==> config.mk <==
export PLATFORM = sky130hd
export DESIGN_NAME = sparb_top
export DESIGN_NICKNAME = d
export VERILOG_FILES = /design/src/include/sparb_pkg.sv /design/src/design/sparb_rr_pick.sv /design/src/design/sparb_top.sv
export VERILOG_INCLUDE_DIRS = /design/src /design/src/include
export SDC_FILE = /design/constraint.sdc
export NUM_CORES = 1
export LEC_CHECK = 0
export BUFFER_PORTS_ARGS = -buffer_cell sky130_fd_sc_hd__buf_2
export CORE_MARGIN = 2
export CORE_UTILIZATION = 60
export CTS_CLUSTER_SIZE = 25
export DETAILED_ROUTE_END_ITERATION = 8
export MAX_ROUTING_LAYER = met4
export PLACE_DENSITY = 0.79
export SETUP_SLACK_MARGIN = 0.5
export SLEW_MARGIN = 20
export SYNTH_ARGS = -nofsm -noshare
export SYNTH_HDL_FRONTEND = slang
export SYNTH_SLANG_ARGS = --single-unit
export TNS_END_PERCENT = 5
==> constraint.sdc <==
create_clock -name clk -period 6.7 [get_ports clk]
set_input_delay 0 -clock clk [delete_from_list [all_inputs] [get_ports clk]]
set_output_delay 0 -clock clk [all_outputs]
set_load 0.02 [all_outputs]
==> src/include/sparb_defines.svh <==
`ifndef SPARB_DEFINES_SVH
`define SPARB_DEFINES_SVH

// =====================================================================
// Channel layout
`define SPARB_SLOTS 4
`define SPARB_CHANNELS 5
`define SPARB_BRIDGE_CH 3'h4
`define SPARB_IDX_W 3

// =====================================================================
// Select switch levels
`define SPARB_CHOICE_INTERNAL 1'b0
`define SPARB_CHOICE_EXTERNAL 1'b1

// =====================================================================
// Clock limits and reset values
`define SPARB_CLK_HZ 20000000
`define SPARB_EXT_MAX_HZ 33000000
`define SPARB_PIN_IDLE 1'b1
`define SPARB_LED_OFF 1'b0
`define SPARB_LED_ON 1'b1
`define SPARB_LAST_RESET 3'h4

`endif

==> src/include/sparb_pkg.sv <==
package sparb_pkg;

   // =====================================================================
   // External arbiter sequencing
   typedef enum logic [2:0]
   {
      SPARB_ST_IDLE = 3'b001,
      SPARB_ST_GRANT = 3'b010,
      SPARB_ST_RELEASE = 3'b100
   } sparb_state_t;

endpackage

==> src/design/sparb_rr_pick.sv <==
`include "sparb_defines.svh"

module sparb_rr_pick
   import sparb_pkg::*;
#(
   parameter int CHANNELS = `SPARB_CHANNELS
)
(
   input wire logic clk,
   input wire logic rstn,
   input wire logic [CHANNELS-1:0] req,
   input wire logic load,
   input wire logic [`SPARB_IDX_W-1:0] loadIdx,
   output logic pickValid,
   output logic [`SPARB_IDX_W-1:0] pickIdx
);

   logic [`SPARB_IDX_W-1:0] lastQ;
   logic [`SPARB_IDX_W-1:0] lastD;
   logic pickValidQ;
   logic pickValidD;
   logic [`SPARB_IDX_W-1:0] pickIdxQ;
   logic [`SPARB_IDX_W-1:0] pickIdxD;

   // =====================================================================
   // Rotation search
   // Search starts just past the last owner, so nobody holds fixed priority
   function automatic logic [`SPARB_IDX_W:0] rrSearch(
      input logic [CHANNELS-1:0] r,
      input logic [`SPARB_IDX_W-1:0] last
   );
      logic [`SPARB_IDX_W:0] res;
      int c;
      res = '0;
      for (int k = CHANNELS; k >= 1; k--)
      begin
         c = (int'(last) + k) % CHANNELS;
         if (r[c])
         begin
            res = {1'b1, c[`SPARB_IDX_W-1:0]};
         end
      end
      return res;
   endfunction

   always_comb
   begin
      lastD = lastQ;
      if (load)
      begin
         lastD = loadIdx;
      end
      {pickValidD, pickIdxD} = rrSearch(req, lastD);
   end

   always_ff @(posedge clk or negedge rstn)
   begin
      if (!rstn)
      begin
         lastQ <= `SPARB_LAST_RESET;
         pickValidQ <= 1'b0;
         pickIdxQ <= '0;
      end
      else
      begin
         lastQ <= lastD;
         pickValidQ <= pickValidD;
         pickIdxQ <= pickIdxD;
      end
   end

   assign pickValid = pickValidQ;
   assign pickIdx = pickIdxQ;

endmodule

==> src/design/sparb_top.sv <==
// Notes on behaviour
// - External arbiter rotates over four slots and bridge, no fixed priority.
// - External arbiter only guaranteed up to 33 MHz; faster needs built-in.
// - Select low: built-in arbiter serves slots, indicator LED off.
// - Select high: external arbiter serves slots, indicator LED lit; above 33 MHz built-in serves, LED off.
// - Each slot request and grant goes to exactly one arbiter.
// - Built-in disabled: bridge grant-zero pin carries the bridge's own request.
// - Built-in disabled: bridge request-zero pin carries grant to the bridge.
// - Pairs 0 to 3 serve slots J4, J3, J2, J1; built-in serves all four.
// - Arbiter and slot timing come from one clock synchronous to primary.
// - Switch OFF reads as 1, ON reads as 0.
`include "sparb_defines.svh"

module sparb_top
   import sparb_pkg::*;
#(
   parameter int SLOTS = `SPARB_SLOTS,
   parameter int CHANNELS = `SPARB_CHANNELS,
   parameter int BUS_CLK_HZ = `SPARB_CLK_HZ
)
(
   // Secondary bus clock, derived from the primary clock
   input wire logic clk,
   input wire logic rstn,
   input wire logic arbiterChoice,
   input wire logic [SLOTS-1:0] slotReqN,
   output logic [SLOTS-1:0] slotGntN,
   input wire logic bridgeGrantZeroPinN,
   input wire logic [SLOTS-1:1] bridgeGntN,
   output logic bridgeRequestZeroPinN,
   output logic [SLOTS-1:1] bridgeReqN,
   input wire logic frameN,
   input wire logic irdyN,
   output logic arbiterIndicatorLed
);

   // =====================================================================
   // Mode selection
   // Above the external arbiter's rate limit the switch is overridden
   localparam logic EXT_ALLOWED = (BUS_CLK_HZ <= `SPARB_EXT_MAX_HZ);

   logic extModeQ;
   logic extModeD;
   logic modeChange;
   sparb_state_t stateQ;
   sparb_state_t stateD;

   always_comb
   begin
      extModeD = extModeQ;
      // Mode only flips while the external arbiter holds no grant,
      // so an owner granted by the external arbiter never loses its grant mid-transfer
      if (stateQ == SPARB_ST_IDLE)
      begin
         extModeD = (arbiterChoice == `SPARB_CHOICE_EXTERNAL) && EXT_ALLOWED;
      end
   end

   assign modeChange = extModeD != extModeQ;

   always_ff @(posedge clk or negedge rstn)
   begin
      if (!rstn)
      begin
         extModeQ <= 1'b0;
      end
      else
      begin
         extModeQ <= extModeD;
      end
   end

   // =====================================================================
   // External arbiter requests
   // Channels 0..3 are slots J4, J3, J2, J1; channel 4 is the bridge
   logic [CHANNELS-1:0] extReq;
   logic busIdle;
   logic pickValid;
   logic [`SPARB_IDX_W-1:0] pickIdx;
   logic pickLoad;
   logic [`SPARB_IDX_W-1:0] ownerQ;
   logic [`SPARB_IDX_W-1:0] ownerD;
   logic [CHANNELS-1:0] extGntQ;
   logic [CHANNELS-1:0] extGntD;

   always_comb
   begin
      extReq = '0;
      if (extModeQ)
      begin
         extReq[SLOTS-1:0] = ~slotReqN;
         extReq[`SPARB_BRIDGE_CH] = ~bridgeGrantZeroPinN;
      end
   end

   assign busIdle = frameN && irdyN;

   sparb_rr_pick #(
      .CHANNELS(CHANNELS)
   ) uRrPick (
      .clk(clk),
      .rstn(rstn),
      .req(extReq),
      .load(pickLoad),
      .loadIdx(ownerD),
      .pickValid(pickValid),
      .pickIdx(pickIdx)
   );

   // =====================================================================
   // Grant sequencing
   always_comb
   begin
      stateD = stateQ;
      ownerD = ownerQ;
      pickLoad = 1'b0;
      extGntD = '0;
      case (stateQ)
         SPARB_ST_IDLE:
         begin
            // Pick is one cycle old, so recheck the request is still up
            if (extModeQ && !modeChange && pickValid && extReq[pickIdx] && busIdle)
            begin
               stateD = SPARB_ST_GRANT;
               ownerD = pickIdx;
               pickLoad = 1'b1;
               extGntD[pickIdx] = 1'b1;
            end
         end
         SPARB_ST_GRANT:
         begin
            if (extReq[ownerQ])
            begin
               extGntD[ownerQ] = 1'b1;
            end
            else
            begin
               stateD = SPARB_ST_RELEASE;
            end
         end
         SPARB_ST_RELEASE:
         begin
            // Owner may still be finishing its transfer; wait for idle bus
            if (busIdle)
            begin
               stateD = SPARB_ST_IDLE;
            end
         end
         default:
         begin
            stateD = SPARB_ST_IDLE;
         end
      endcase
   end

   always_ff @(posedge clk or negedge rstn)
   begin
      if (!rstn)
      begin
         stateQ <= SPARB_ST_IDLE;
         ownerQ <= `SPARB_LAST_RESET;
         extGntQ <= '0;
      end
      else
      begin
         stateQ <= stateD;
         ownerQ <= ownerD;
         extGntQ <= extGntD;
      end
   end

   // =====================================================================
   // Request and grant routing
   // Every pin is registered, which costs one cycle of path delay
   logic [SLOTS-1:0] slotGntND;
   logic [SLOTS-1:0] slotGntNQ;
   logic bridgeReq0ND;
   logic bridgeReq0NQ;
   logic [SLOTS-1:1] bridgeReqND;
   logic [SLOTS-1:1] bridgeReqNQ;
   logic ledD;
   logic ledQ;

   always_comb
   begin
      if (extModeQ)
      begin
         slotGntND = ~extGntQ[SLOTS-1:0];
         bridgeReq0ND = ~extGntQ[`SPARB_BRIDGE_CH];
         bridgeReqND = {(SLOTS-1){`SPARB_PIN_IDLE}};
         ledD = `SPARB_LED_ON;
      end
      else
      begin
         slotGntND = {bridgeGntN, bridgeGrantZeroPinN};
         bridgeReq0ND = slotReqN[0];
         bridgeReqND = slotReqN[SLOTS-1:1];
         ledD = `SPARB_LED_OFF;
      end
   end

   always_ff @(posedge clk or negedge rstn)
   begin
      if (!rstn)
      begin
         slotGntNQ <= {SLOTS{`SPARB_PIN_IDLE}};
         bridgeReq0NQ <= `SPARB_PIN_IDLE;
         bridgeReqNQ <= {(SLOTS-1){`SPARB_PIN_IDLE}};
         ledQ <= `SPARB_LED_OFF;
      end
      else
      begin
         slotGntNQ <= slotGntND;
         bridgeReq0NQ <= bridgeReq0ND;
         bridgeReqNQ <= bridgeReqND;
         ledQ <= ledD;
      end
   end

   // Single clock domain throughout; no crossings needed
   assign slotGntN = slotGntNQ;
   assign bridgeRequestZeroPinN = bridgeReq0NQ;
   assign bridgeReqN = bridgeReqNQ;
   assign arbiterIndicatorLed = ledQ;

endmodule

==> Word-level counts from Yosys, hierarchy flattened <==
Cells that the tools add are included.
{ "op_classes": {"multipliers": 0, "shifts": 0, "eq_ne": 7, "div": 5, "n_reduce_logical": 9, "n_mux": 46, "n_addsub": 5, "n_bitwise": 4, "order_cmp": 9} }
{ "op_table": {"columns": ["operator", "count"], "rows": [
  ["32-bit by 5-bit less-than comparator with 1-bit output, second input constant", 5],
  ["32-bit by 4-bit modulo with 32-bit output, second input constant", 5],
  ["4-bit 2-to-1 mux", 6],
  ["1-bit binary-select mux with 3-bit select", 7],
  ["3-bit 2-to-1 mux", 7],
  ["1-bit 2-to-1 mux", 19],
  ["5-bit 2-to-1 mux", 3],
  ["5-bit case mux with 2 select lines", 1],
  ["3-bit case mux with 3 select lines", 1],
  ["3-bit by 2-bit adder with 4-bit output, second input constant", 2],
  ["3-bit by 3-bit adder with 4-bit output, second input constant", 2],
  ["3-bit by 4-bit less-than comparator with 1-bit output, second input constant", 2],
  ["4-bit NOT", 2],
  ["1-bit logical AND", 7],
  ["1-bit demux with 3-bit select", 2],
  ["3-bit by 1-bit greater-or-equal comparator with 1-bit output, second input constant", 2],
  ["3-bit by 1-bit adder with 4-bit output, second input constant", 1],
  ["2-bit != test, second input constant", 2],
  ["3-bit by 1-bit == test with 1-bit output, second input constant", 1],
  ["3-bit by 2-bit == test with 1-bit output, second input constant", 1],
  ["3-bit == test, second input constant", 1],
  ["3-bit AND reduction", 1],
  ["2-bit by 1-bit != test with 1-bit output, second input constant", 1],
  ["1-bit NOT", 2],
  ["other kinds (2)", 2]
]} }
{ "totals": {"ram_bits": 0, "latchBits": 0, "word_cells": 96, "romBits": 0, "inputBits": 13, "output_inout_bits": 9, "regBits": 28, "memories": 0} }

==> Depth between registers and ports, before layout <==
Gate-level depths: netlist (run 1).
{ "depth": {"ltp_word": 21, "mapped_depth": 26, "ltp_nobuf": 22} }

==> Cells and area by module <==
Synthesis (run 1) repeated with hierarchy kept, for this count alone.
{ "unflattened": {"hier_cells": 325, "area_unflattened_um2": 2927.8} }
{ "by_module_without_submodules": {"columns": ["mod", "area_per_inst_um2", "cells_each", "seq_area_each_um2", "n_inst"], "rows": [
  ["sparb_rr_pick", 1905.6, 236, 176.4, 1],
  ["sparb_top", 1022.2, 89, 538.0, 1]
]} }

==> Least setup slack after synthesis (run 1) <==
Ideal clock, no wire load.
{ "synth_timing": {"path_type": "register to register", "start": "register uRrPick.pickIdxQ[0] (netlist: uRrPick.pickIdx[0])", "end": "register uRrPick.pickIdxQ[1] (netlist: uRrPick.pickIdx[1])", "period_less_slack_ns": 5.664, "required_ns": 6.580, "path_slack_ns": 1.036, "setup_time_ns": 0.120, "arrival_ns": 5.544, "stages_incl_launch_ff": 24, "cell_sequence": "dfrtp_1 -> or4b_4 -> and2_1 -> or4_1 -> clkbuf_1 -> o21ai_1 -> inv_1 -> ha_1 -> nor3_4 -> nor2_1 -> ha_1 -> or2_2 -> o32ai_2 -> xnor2_2 -> ha_1 -> inv_1 -> o22ai_1 -> a21oi_1 -> a21oi_1 -> nor3_1 -> o21ai_0 -> o211ai_1 -> a221o_1 -> a41o_1"} }
{ "synth_between": {"elab_chain_len": 17, "elab_cells_between_ends": 39, "cone_classes": "add/sub: 5; div: 5; mux: 27; reduce/logical: 2"} }
{ "synth_lines": {"columns": ["element", "line", "rtl"], "rows": [
  ["start, declared", "sparb_rr_pick.sv:22", "logic [`SPARB_IDX_W-1:0] pickIdxQ;"],
  ["start signal, assigned", "sparb_rr_pick.sv:68", "pickIdxQ <= pickIdxD;"],
  ["1-bit binary-select mux with 3-bit select *", "sparb_top.sv:122", "if (extModeQ && !modeChange && pickValid && extReq[pickIdx] && busIdle)"],
  ["1-bit 2-to-1 mux (not written as such) *", "sparb_top.sv:122", null],
  ["1-bit logical AND * (2 in a row)", "sparb_top.sv:122", null],
  ["3-bit 2-to-1 mux / 1-bit 2-to-1 mux (equally long branches)", "sparb_top.sv:122", null],
  ["3-bit 2-to-1 mux / 1-bit 2-to-1 mux (equally long branches)", "sparb_top.sv:118", "case (stateQ)"],
  ["3-bit 2-to-1 mux *", "sparb_rr_pick.sv:49", "if (load)"],
  ["via uRrPick.lastD[1]", "sparb_rr_pick.sv:19", "logic [`SPARB_IDX_W-1:0] lastD;"],
  ["3-bit by 3-bit adder with 4-bit output", "sparb_rr_pick.sv:37", "c = (int'(last) + k) % CHANNELS;"],
  ["32-bit by 4-bit modulo with 32-bit output", "sparb_rr_pick.sv:37", null],
  ["1-bit binary-select mux with 3-bit select", "sparb_rr_pick.sv:38", "if (r[c])"],
  ["1-bit 2-to-1 mux (not written as such) (2 in a row)", "sparb_rr_pick.sv:38", null],
  ["4-bit 2-to-1 mux (4 in a row)", "sparb_rr_pick.sv:38", null],
  ["4-bit 2-to-1 mux *", "sparb_rr_pick.sv:38", null],
  ["via uRrPick.pickIdxD[1]", "sparb_rr_pick.sv:23", "logic [`SPARB_IDX_W-1:0] pickIdxD;"]
]} }
Mark *: on every way through the listed nets, which the timed path passes. The rest lies on a longest branch. The select of a mux whose other input is x is not followed.
A chain may end at the register's enable or synchronous reset.

==> Worst setup path in the final report (run 1) <==
Ends and elaborated chain as after synthesis.

==> results.py, run 1 <==
metrics = {
    "yosys": {
        "yosys-top-cells-count": "nand2_1, nor2_1, ha_1",
        "synth.ff_latch_count": 28,
        "yosysTopAreaCellShare": 0.139,
        "ys_seq_area_frac": 0.234,
        "synth_ff_type": "dfrtp_1",
        "postSynthCellCount": 360,
        "synth_area_leaders": "dfrtp_1, ha_1, dfstp_2",
        "syn_area_mm2": 0.00306,
        "synth_nets": 398,
        "synth-async-reset-ratio": 1.00,
        "synth_warnings": 0,
        "synth.distinct_cells": 84,
        "synth.most_common_cell": "nand2_1",
        "synth_edf_count": 0,
        "avgSynthCellArea_um2": 8.49,
        "synth_top_area_cell": "dfrtp_1",
    },
    "flow_run": {
        "cap_violations": 0,
    },
    "sta": {
        "rsz0062_at_grt": "no",
        "period_share": 0.880,
        "setup_viol": 0,
        "finalClockSkew_ns": 0.00783,
        "max_freq_mhz": 170,
        "relSlewSlack": 0.563,
        "report.final.hold_viol_count": 1,
        "tns_ns": 0,
        "final-max-slew-violation-count": 0,
        "tightest_slew_ns": 0.651,
        "hold_ws_ns": -0.000656,
        "final.min_clock_period_ns": 5.90,
    },
    "critical_path": {
        "reg2reg_depth": 23,
        "startpoint_type": "flip-flop",
        "worstSetupPathType": "reg -> reg",
        "end_kind": "flip-flop",
        "cp.arrival_ns": 6.08,
        "cp_max_fo": 8,
        "required_ns": 6.88,
    },
    "cells_and_area": {
        "nets": 414,
        "regArea_um2": 714,
        "drive_above_1_share": 0.200,
        "multiInputGateArea_mm2": 0.00218,
        "n_antenna_cell": 0,
        "finish.utilization": 0.684,
        "fill_cells": 402,
        "fin_cells": 442,
        "syn_to_final_growth_pct": 7.82,
    },
    "global_routing": {
        "grt_pass1_vias": 2631,
        "met2_usage": 0.517,
        "met1_usage": 0.368,
        "grt_pass1_wl_um": 12700,
        "grt_max_degree": 29,
        "gr-total-overflow": 0,
        "grt_usage": 0.302,
        "antenna_found_initial": 0,
        "busiest_layer": "met2",
        "met3_usage": 0.0198,
    },
    "detailed_routing": {
        "drtPass1Iterations": 6,
        "ant_nets": 0,
        "via_count": 2926,
        "vias_per_cell": 6.62,
        "route.detailed.drc": 0,
        "drt-initial-drc-count": 221,
        "wire_per_inst_um": 18.2,
        "finalWirelength_um": 8040,
    },
    "floorplan": {
        "dieHeight_um": 75.4,
        "die_w_um": 75.4,
        "ios": 22,
        "rows": 25,
        "start_util": 0.634,
        "coreArea_mm2": 0.00482,
        "die_area_mm2": 0.00568,
    },
    "outcome": {
        "status": "complete, but fails checks",
        "failed_checks": "hold timing",
    },
    "clocking": {
        "htreeDepth": 1,
        "cts_buffers": 3,
        "clockBufferDepth": 2,
        "clkTransAtPathRegs_ns": 0.10,
        "numClockSinks": 28,
        "cts_root_buffer": "clkbuf_8",
        "worstSkewPairLatency_ns": 0.28,
        "tritoncts": "done",
    },
    "worst_hold_path": {
        "min_path_type": "in -> reg",
        "hold_path_depth": 3,
    },
    "pwr": {
        "combPwrFrac": 0.778,
        "p_leak_nw": 1.36,
        "switchingPower_mw": 0.818,
        "p_sw_frac": 0.521,
        "p_clk_frac": 0.069,
        "p_seq_frac": 0.153,
        "p_int_mw": 0.751,
        "ir_drop_mv": 0.282,
        "powerDensity_mw_per_mm2": 476,
    },
    "place": {
        "dp_hpwl_um": 5840,
        "portBuffers": 21,
        "place.gp.congestion": 0.991,
        "place_inst": 433,
    },
}
==> cell type report <==
cell class                      count  share of cell area
Tap cell                           67              0.0254
Sequential cell                    28               0.217
Clock buffer                        4              0.0167
Multi-Input combinational cell    294               0.663
Timing Repair Buffer               30              0.0562
Inverter                           19              0.0216
==> worst max-delay path, stage by stage, from the launching register on <==
cell	delay, ns
dfrtp_1	0.45
or4b_4	0.58
and2_1	0.24
or4_1	0.60
o21ai_1	0.18
buf_4	0.18
inv_1	0.09
ha_1	0.26
nor3_4	0.33
nor2_1	0.12
ha_1	0.24
or2_2	0.29
o32ai_2	0.27
xnor2_2	0.21
ha_1	0.25
inv_1	0.05
o22ai_1	0.11
a21oi_1	0.09
a21oi_2	0.21
nor3_1	0.10
o21ai_0	0.25
o211ai_1	0.18
a221o_1	0.29
a41o_1	0.23
==> cell families after synthesis <==
logic type | after synthesis | share of synthesized area
muxes | 19 | 0.0737
buffers and inverters | 38 | 0.0524
DFF | 28 | 0.234
AOI/OAI and AO/OA | 106 | 0.263
adders and majority gates | 25 | 0.102
xor gates and xnor gates | 9 | 0.0307
and+or+nand+nor | 135 | 0.244
==> power groups by stage <==
stage                     Sequential [mW]  Combinational [mW]  Clock (mW)
after floorplan                     0.237               0.957           0
after global placement              0.241                1.16           0
after detailed placement            0.241                1.19           0
after CTS                           0.238                1.20       0.107
after global routing                0.242                1.34       0.114
final                               0.240                1.22       0.108
==> path summary, 6_finish.rpt <==
check / start / to / slack, ns
worst max-delay path: uRrPick.pickIdx[0] / uRrPick.pickIdx[1] / 0.80
worst min-delay path: arbiterChoice / extModeQ / -0.0007
worst max register to register: uRrPick.pickIdx[0] / uRrPick.pickIdx[1] / 0.80
worst min register to register: extGntQ[3] / slotGntN[3] / 0.39
max in group asynchronous: rstn / uRrPick.lastQ[1] / 6.04
min in group asynchronous: rstn / uRrPick.pickIdx[2] / 0.26
==> layer usage <==
layer	wire length (um)	part of all wire	up-vias
li1	-	-	1370
met1	3350	0.42	1396
met2	4030	0.50	142
met3	457	0.057	18
met4	207	0.026	0
met5	0	0	-
==> state kept, by name, indices dropped and copies added (netlist names) <==
signal	cells
arbiterIndicatorLed	1
bridgeReqN	3
bridgeRequestZeroPinN	1
extGntQ	5
extModeQ	1
ownerQ	3
slotGntN	4
stateQ	3
uRrPick.lastQ	3
uRrPick.pickIdx	3
uRrPick.pickValid	1
==> repair_timing <==
item                                    4_1_cts  5_1_grt
endpoints found under the setup margin        0        2
hold buffers                                  5        0
gates resized for setup                       0        1
buffers inserted                              0        0
endpoints found under the hold margin        21        0
==> through the flow <==
stage	power (mW)	hold WS [ns]	worst slack, ns	area (um^2)
after floorplan	1.19	-0.296	1.04	3060
after global placement	1.40	0.0383	0.982	3190
after detailed placement	1.43	0.0430	0.849	3190
after CTS	1.54	0.00165	0.795	3290
after global routing	1.69	0.0283	0.516	3290
final	1.57	-0.000656	0.804	3290
==> placed cells by master (no fill, tap or decap), types with 4 or more instances in the layout <==
| master | instances |
|---|---|
| nor3_1 | 10 |
| buf_2 | 21 |
| dfstp_2 | 11 |
| buf_4 | 4 |
| nor2_1 | 28 |
| a21oi_1 | 14 |
| inv_1 | 16 |
| ha_1 | 25 |
| dfrtp_1 | 17 |
| o21ai_0 | 18 |
| clkbuf_8 | 4 |
| nor2b_1 | 5 |
| a211oi_1 | 7 |
| o211ai_1 | 4 |
| nand3_1 | 7 |
| or2_2 | 6 |
| o21ai_1 | 4 |
| xnor2_1 | 5 |
| dlygate4sd3_1 | 5 |
| o22ai_1 | 4 |
| nand2b_1 | 8 |
| nand2_1 | 31 |
| nor4_1 | 4 |
| a31oi_1 | 5 |
| mux2i_1 | 12 |
| nand4_1 | 4 |
| or3_1 | 4 |
| nand3b_1 | 6 |
Power figures use the tool's default switching activity.
==> inputs of run 2 (changes only) <==
REMOVE_ABC_BUFFERS = 1   (was unset)
==> results.py, run 2 (same netlist as run 1, synthesis figures left out) <==
metrics = {
    "critical_path": {
        "reg2reg_slack_ns": 0.87,
        "critical_path.top_delay_family": "simple AND/OR/NAND/NOR gates",
        "cpPeakStageDelay_ns": 0.59,
        "cp.arrival_ns": 5.99,
        "required_ns": 6.86,
        "crit_chain": "or4b_4 > and2_1 > or4_1 > o21ai_1 > buf_4 > inv_1 > ha_1 > nor3_4 > nor2_1 > ha_1 > or2_2 > o32ai_2 > xnor2_2 > ha_1 > inv_1 > o22ai_1 > a21oi_1 > a21oi_2 > nor3_1 > o21ai_0 > o211ai_1 > a221o_1 > a41o_1",
        "worstSetupPathType": "reg -> reg",
        "path_common_cell": "ha_1",
        "crit_buf_inv": 3,
        "startpoint_type": "flip-flop",
        "end_kind": "flip-flop",
        "worst-path-stages": 23,
        "cp_max_fo": 8,
        "reg2reg_depth": 23,
        "cpMaxStageDelayCell": "or4_1",
    },
    "sta": {
        "relSlewSlack": 0.594,
        "finalClockSkew_ns": 0.00436,
        "tightest_slew_ns": 0.602,
        "tns_ns": 0,
        "max_freq_mhz": 172,
        "report.final.hold_viol_count": 0,
        "period_share": 0.870,
        "rsz0062_at_grt": "no",
        "final.min_clock_period_ns": 5.83,
        "setup_viol": 0,
        "final-max-slew-violation-count": 0,
    },
    "floorplan": {
        "coreArea_mm2": 0.00482,
        "die_area_mm2": 0.00568,
        "die_w_um": 75.4,
        "dieHeight_um": 75.4,
        "rows": 25,
        "start_util": 0.634,
        "ios": 22,
    },
    "cells_and_area": {
        "regArea_um2": 714,
        "final_cell_mix": "nand2_1, nor2_1, ha_1",
        "nets": 415,
        "fin_cells": 443,
        "syn_to_final_growth_pct": 8.15,
        "regMostFlops": "extGntQ",
        "n_antenna_cell": 0,
        "largest_reg_flops": 5,
        "multiInputGateArea_mm2": 0.00218,
        "drive_above_1_share": 0.199,
        "fill_cells": 429,
        "layout_commonest_cell": "nand2_1",
    },
    "detailed_routing": {
        "via_count": 2890,
        "wire_per_inst_um": 17.8,
        "finalWirelength_um": 7900,
        "vias_per_cell": 6.52,
        "drtPass1Iterations": 6,
        "route.detailed.drc": 0,
        "ant_nets": 0,
        "drt-initial-drc-count": 265,
    },
    "clocking": {
        "tritoncts": "done",
        "cts_root_buffer": "clkbuf_8",
        "clockBufferDepth": 2,
        "numClockSinks": 28,
        "cts_buffers": 3,
        "clkTransAtPathRegs_ns": 0.09,
        "htreeDepth": 1,
        "worstSkewPairLatency_ns": 0.27,
    },
    "place": {
        "dp_hpwl_um": 5810,
        "place.gp.congestion": 0.922,
        "portBuffers": 21,
        "place_inst": 433,
    },
    "worst_hold_path": {
        "hold_path_depth": 3,
        "min_path_type": "in -> reg",
    },
    "global_routing": {
        "busiest_layer": "met2",
        "grt_pass1_wl_um": 12500,
        "met1_usage": 0.355,
        "grt_max_degree": 29,
        "grt_usage": 0.296,
        "grt_pass1_vias": 2625,
        "met3_usage": 0.0185,
        "gr-total-overflow": 0,
        "met2_usage": 0.507,
        "antenna_found_initial": 0,
    },
    "pwr": {
        "p_leak_nw": 1.36,
        "ir_drop_mv": 0.321,
        "powerDensity_mw_per_mm2": 475,
    },
    "flow_run": {
        "cap_violations": 0,
    },
    "outcome": {
        "status": "finished clean",
    },
}
==> run 2: cell types whose count changed in the layout (fill, tap and decap cells not counted), sizes merged <==
| cell | previous run | this run |
|---|---|---|
| dlygate4sd3 | 5 | 6 |
==> run 2: timing repair <==
action | in CTS | in global routing
gates resized for setup | 0 | 1
endpoints found under the hold margin | 22 | 0
endpoints found under the setup margin | 0 | 3
setup buffers | 0 | 0
hold buffers | 6 | 0
==> run 2: report_power, final <==
group          leakage (nW)  internal, mW  switching [mW]
logic                 0.996         0.493           0.735
clock network        0.0288        0.0525          0.0493
registers             0.339         0.205          0.0355
total                  1.36         0.750           0.820
==> run 2: through the flow <==
step | utilization | area, um^2 | hold slack (ns) | setup slack (ns) | total power [mW]
after global routing | 0.686 | 3300 | 0.0720 | 0.514 | 1.70
after global placement | 0.661 | 3190 | 0.0440 | 1.01 | 1.41
after detailed placement | 0.661 | 3190 | 0.0414 | 0.810 | 1.43
final | 0.686 | 3300 | 0.0751 | 0.870 | 1.57
after floorplan | - | 2970 | -0.296 | 0.964 | 1.17
after CTS | 0.685 | 3300 | 0.0629 | 0.787 | 1.54
==> run 2: path summary, 6_finish.rpt <==
path	from	endpoint
max	uRrPick.pickIdx[0]	uRrPick.pickIdx[1]
min	slotReqN[0]	bridgeRequestZeroPinN
max reg2reg	uRrPick.pickIdx[0]	uRrPick.pickIdx[1]
min reg2reg	extGntQ[3]	slotGntN[3]
max in group asynchronous	rstn	extGntQ[3]
min in group asynchronous	rstn	stateQ[2]
==> run 2: final cells by class <==
cell class / instances / area share
Sequential cell: 28 / 0.216
Timing Repair Buffer: 31 / 0.0591
Tap cell: 67 / 0.0254
Clock buffer: 4 / 0.0167
Multi-Input combinational cell: 294 / 0.661
Inverter: 19 / 0.0216
==> run 2: tightest hold or removal path: stages <==
cell and delay [ns]:
buf_2 0.18, nor2_1 0.11, a21oi_1 0.06
==> run 2: layer usage <==
| layer | share of wire | up-vias |
|---|---|---|
| li1 | - | 1377 |
| met1 | 0.42 | 1344 |
| met2 | 0.49 | 142 |
| met3 | 0.060 | 27 |
| met4 | 0.032 | 0 |
| met5 | 0 | - |
==> inputs of run 3 (changes only) <==
ABC_AREA = 1   (was unset)
PLACE_DENSITY = 0.8   (was 0.79)
==> results.py, run 3 <==
metrics = {
    "place": {
        "portBuffers": 21,
        "place.gp.congestion": 0.903,
        "dp_hpwl_um": 4570,
    },
    "clocking": {
        "cts_buffers": 3,
        "cts_root_buffer": "clkbuf_8",
        "worstSkewPairLatency_ns": 0.27,
        "numClockSinks": 28,
        "cts_setup_buffers": 0,
        "tritoncts": "done",
        "htreeDepth": 1,
        "clkTransAtPathRegs_ns": 0.09,
        "clockBufferDepth": 2,
    },
    "floorplan": {
        "dieHeight_um": 70.3,
        "die_area_mm2": 0.00494,
        "start_util": 0.614,
        "die_w_um": 70.3,
        "ios": 22,
        "coreArea_mm2": 0.00429,
        "rows": 24,
    },
    "sta": {
        "relSlewSlack": 0.602,
        "max_freq_mhz": 205,
        "final.min_clock_period_ns": 4.89,
        "tightest_slew_ns": 0.597,
        "setup_viol": 0,
        "final-max-slew-violation-count": 0,
        "report.final.hold_viol_count": 0,
        "rsz0062_at_grt": "no",
        "period_share": 0.730,
        "finalClockSkew_ns": 0.00544,
        "tns_ns": 0,
    },
    "yosys": {
        "synth.most_common_cell": "nand2_1",
        "synth_edf_count": 0,
        "synth-async-reset-ratio": 1.00,
        "synth.distinct_cells": 44,
        "yosysTopAreaCellShare": 0.161,
        "avgSynthCellArea_um2": 7.22,
        "synth.ff_latch_count": 28,
        "synth_area_leaders": "dfrtp_1, nand2_1, ha_1",
        "yosys-top-cells-count": "nand2_1, inv_1, nand3_1",
        "synth_top_area_cell": "dfrtp_1",
        "ys_seq_area_frac": 0.271,
        "synth_warnings": 0,
        "syn_area_mm2": 0.00264,
        "synth_ff_type": "dfrtp_1",
        "postSynthCellCount": 365,
    },
    "cells_and_area": {
        "fill_cells": 369,
        "syn_to_final_growth_pct": 11.8,
        "final_cell_mix": "nand2_1, inv_1, nand3_1",
        "n_antenna_cell": 0,
        "regMostFlops": "extGntQ",
        "nets": 437,
        "regArea_um2": 714,
        "drive_above_1_share": 0.216,
        "multiInputGateArea_mm2": 0.00169,
        "layout_commonest_cell": "nand2_1",
        "largest_reg_flops": 5,
    },
    "global_routing": {
        "grt_usage": 0.258,
        "grt_pass1_vias": 2378,
        "grt_pass1_wl_um": 10300,
        "grt_max_degree": 29,
        "gr-total-overflow": 0,
        "antenna_found_initial": 0,
    },
    "detailed_routing": {
        "via_count": 2424,
        "vias_per_cell": 5.39,
        "ant_nets": 0,
        "drtPass1Iterations": 4,
        "wire_per_inst_um": 12.8,
        "finalWirelength_um": 5780,
        "route.detailed.drc": 0,
        "drt-initial-drc-count": 181,
    },
    "worst_hold_path": {
        "min_path_type": "in -> reg",
    },
    "critical_path": {
        "end_kind": "flip-flop",
        "path_common_cell": "nand2_1",
        "cpPeakStageDelay_ns": 0.46,
        "required_ns": 6.87,
        "worstSetupPathType": "reg -> reg",
        "cp_max_fo": 19,
        "startpoint_type": "flip-flop",
        "cp.arrival_ns": 5.06,
        "cpMaxStageDelayCell": "dfrtp_1",
    },
    "flow_run": {
        "cap_violations": 0,
    },
    "outcome": {
        "status": "finished clean",
    },
}
[run 3: logic make-up after synthesis]
group | after synthesis | synth area share
XOR/XNOR | 4 | 0.0190
adder cells (fa/ha/maj) | 25 | 0.119
AO/OA/AOI/OAI | 52 | 0.129
buffers and inverters | 59 | 0.0864
flip-flops | 28 | 0.271
AND/OR/NAND/NOR | 197 | 0.376
[run 3: final cells by class]
class	count	area share
Clock buffer	4	0.0187
Inverter	58	0.0760
Multi-Input combinational cell	278	0.575
Sequential cell	28	0.242
Tap cell	52	0.0221
Timing Repair Buffer	30	0.0662
[run 3: timing repair]
action	CTS	global route
endpoints found under the setup margin	0	0
hold buffers	9	0
hold endpoints to repair	25	0
gates resized for setup	0	0
[run 3: path summary, 6_finish.rpt]
check / cells after the start / to / slack, ns / start
worst min-delay path: 4 / stateQ[2] / 0.08 / irdyN
min in group asynchronous: 2 / extGntQ[0] / 0.26 / rstn
worst max register to register: 36 / uRrPick.pickIdx[1] / 1.81 / extModeQ
worst max-delay path: 36 / uRrPick.pickIdx[1] / 1.81 / extModeQ
max in group asynchronous: 2 / uRrPick.lastQ[0] / 6.05 / rstn
worst min register to register: 1 / slotGntN[1] / 0.40 / extGntQ[1]
[run 3: stage by stage]
stage	instances	worst slack (ns)	hold slack [ns]	utilization	instance area, um^2
final	450	1.81	0.0827	0.686	2950
after global routing	450	1.29	0.141	0.686	2950
after CTS	450	1.86	0.0890	0.686	2950
after detailed placement	437	1.87	0.0344	0.653	2800
after global placement	437	2.08	0.0333	0.653	2800
after floorplan	364	2.44	-0.296	-	2630
[run 3: per-layer routing]
metal  GRT usage  up-vias  part of all wire
li1            -     1247                 -
met1       0.315     1109              0.44
met2       0.469       61              0.51
met3      0.0130        7             0.036
met4      0.0598        0             0.012
met5           -        -                 0
[run 3: worst max-delay path: cells and delay by family, from the launching register on]
| kind | cells | cell delay [ns] |
|---|---|---|
| simple gates | 27 | 2.62 |
| fa+ha+maj | 3 | 0.72 |
| buf+inv | 4 | 0.55 |
| flops | 1 | 0.46 |
| xor+xnor | 1 | 0.30 |
| compound gates | 1 | 0.14 |
Power of run 3 is not shown: default switching activity piles up to over one toggle a cycle in this logic, so the estimate is an artifact.
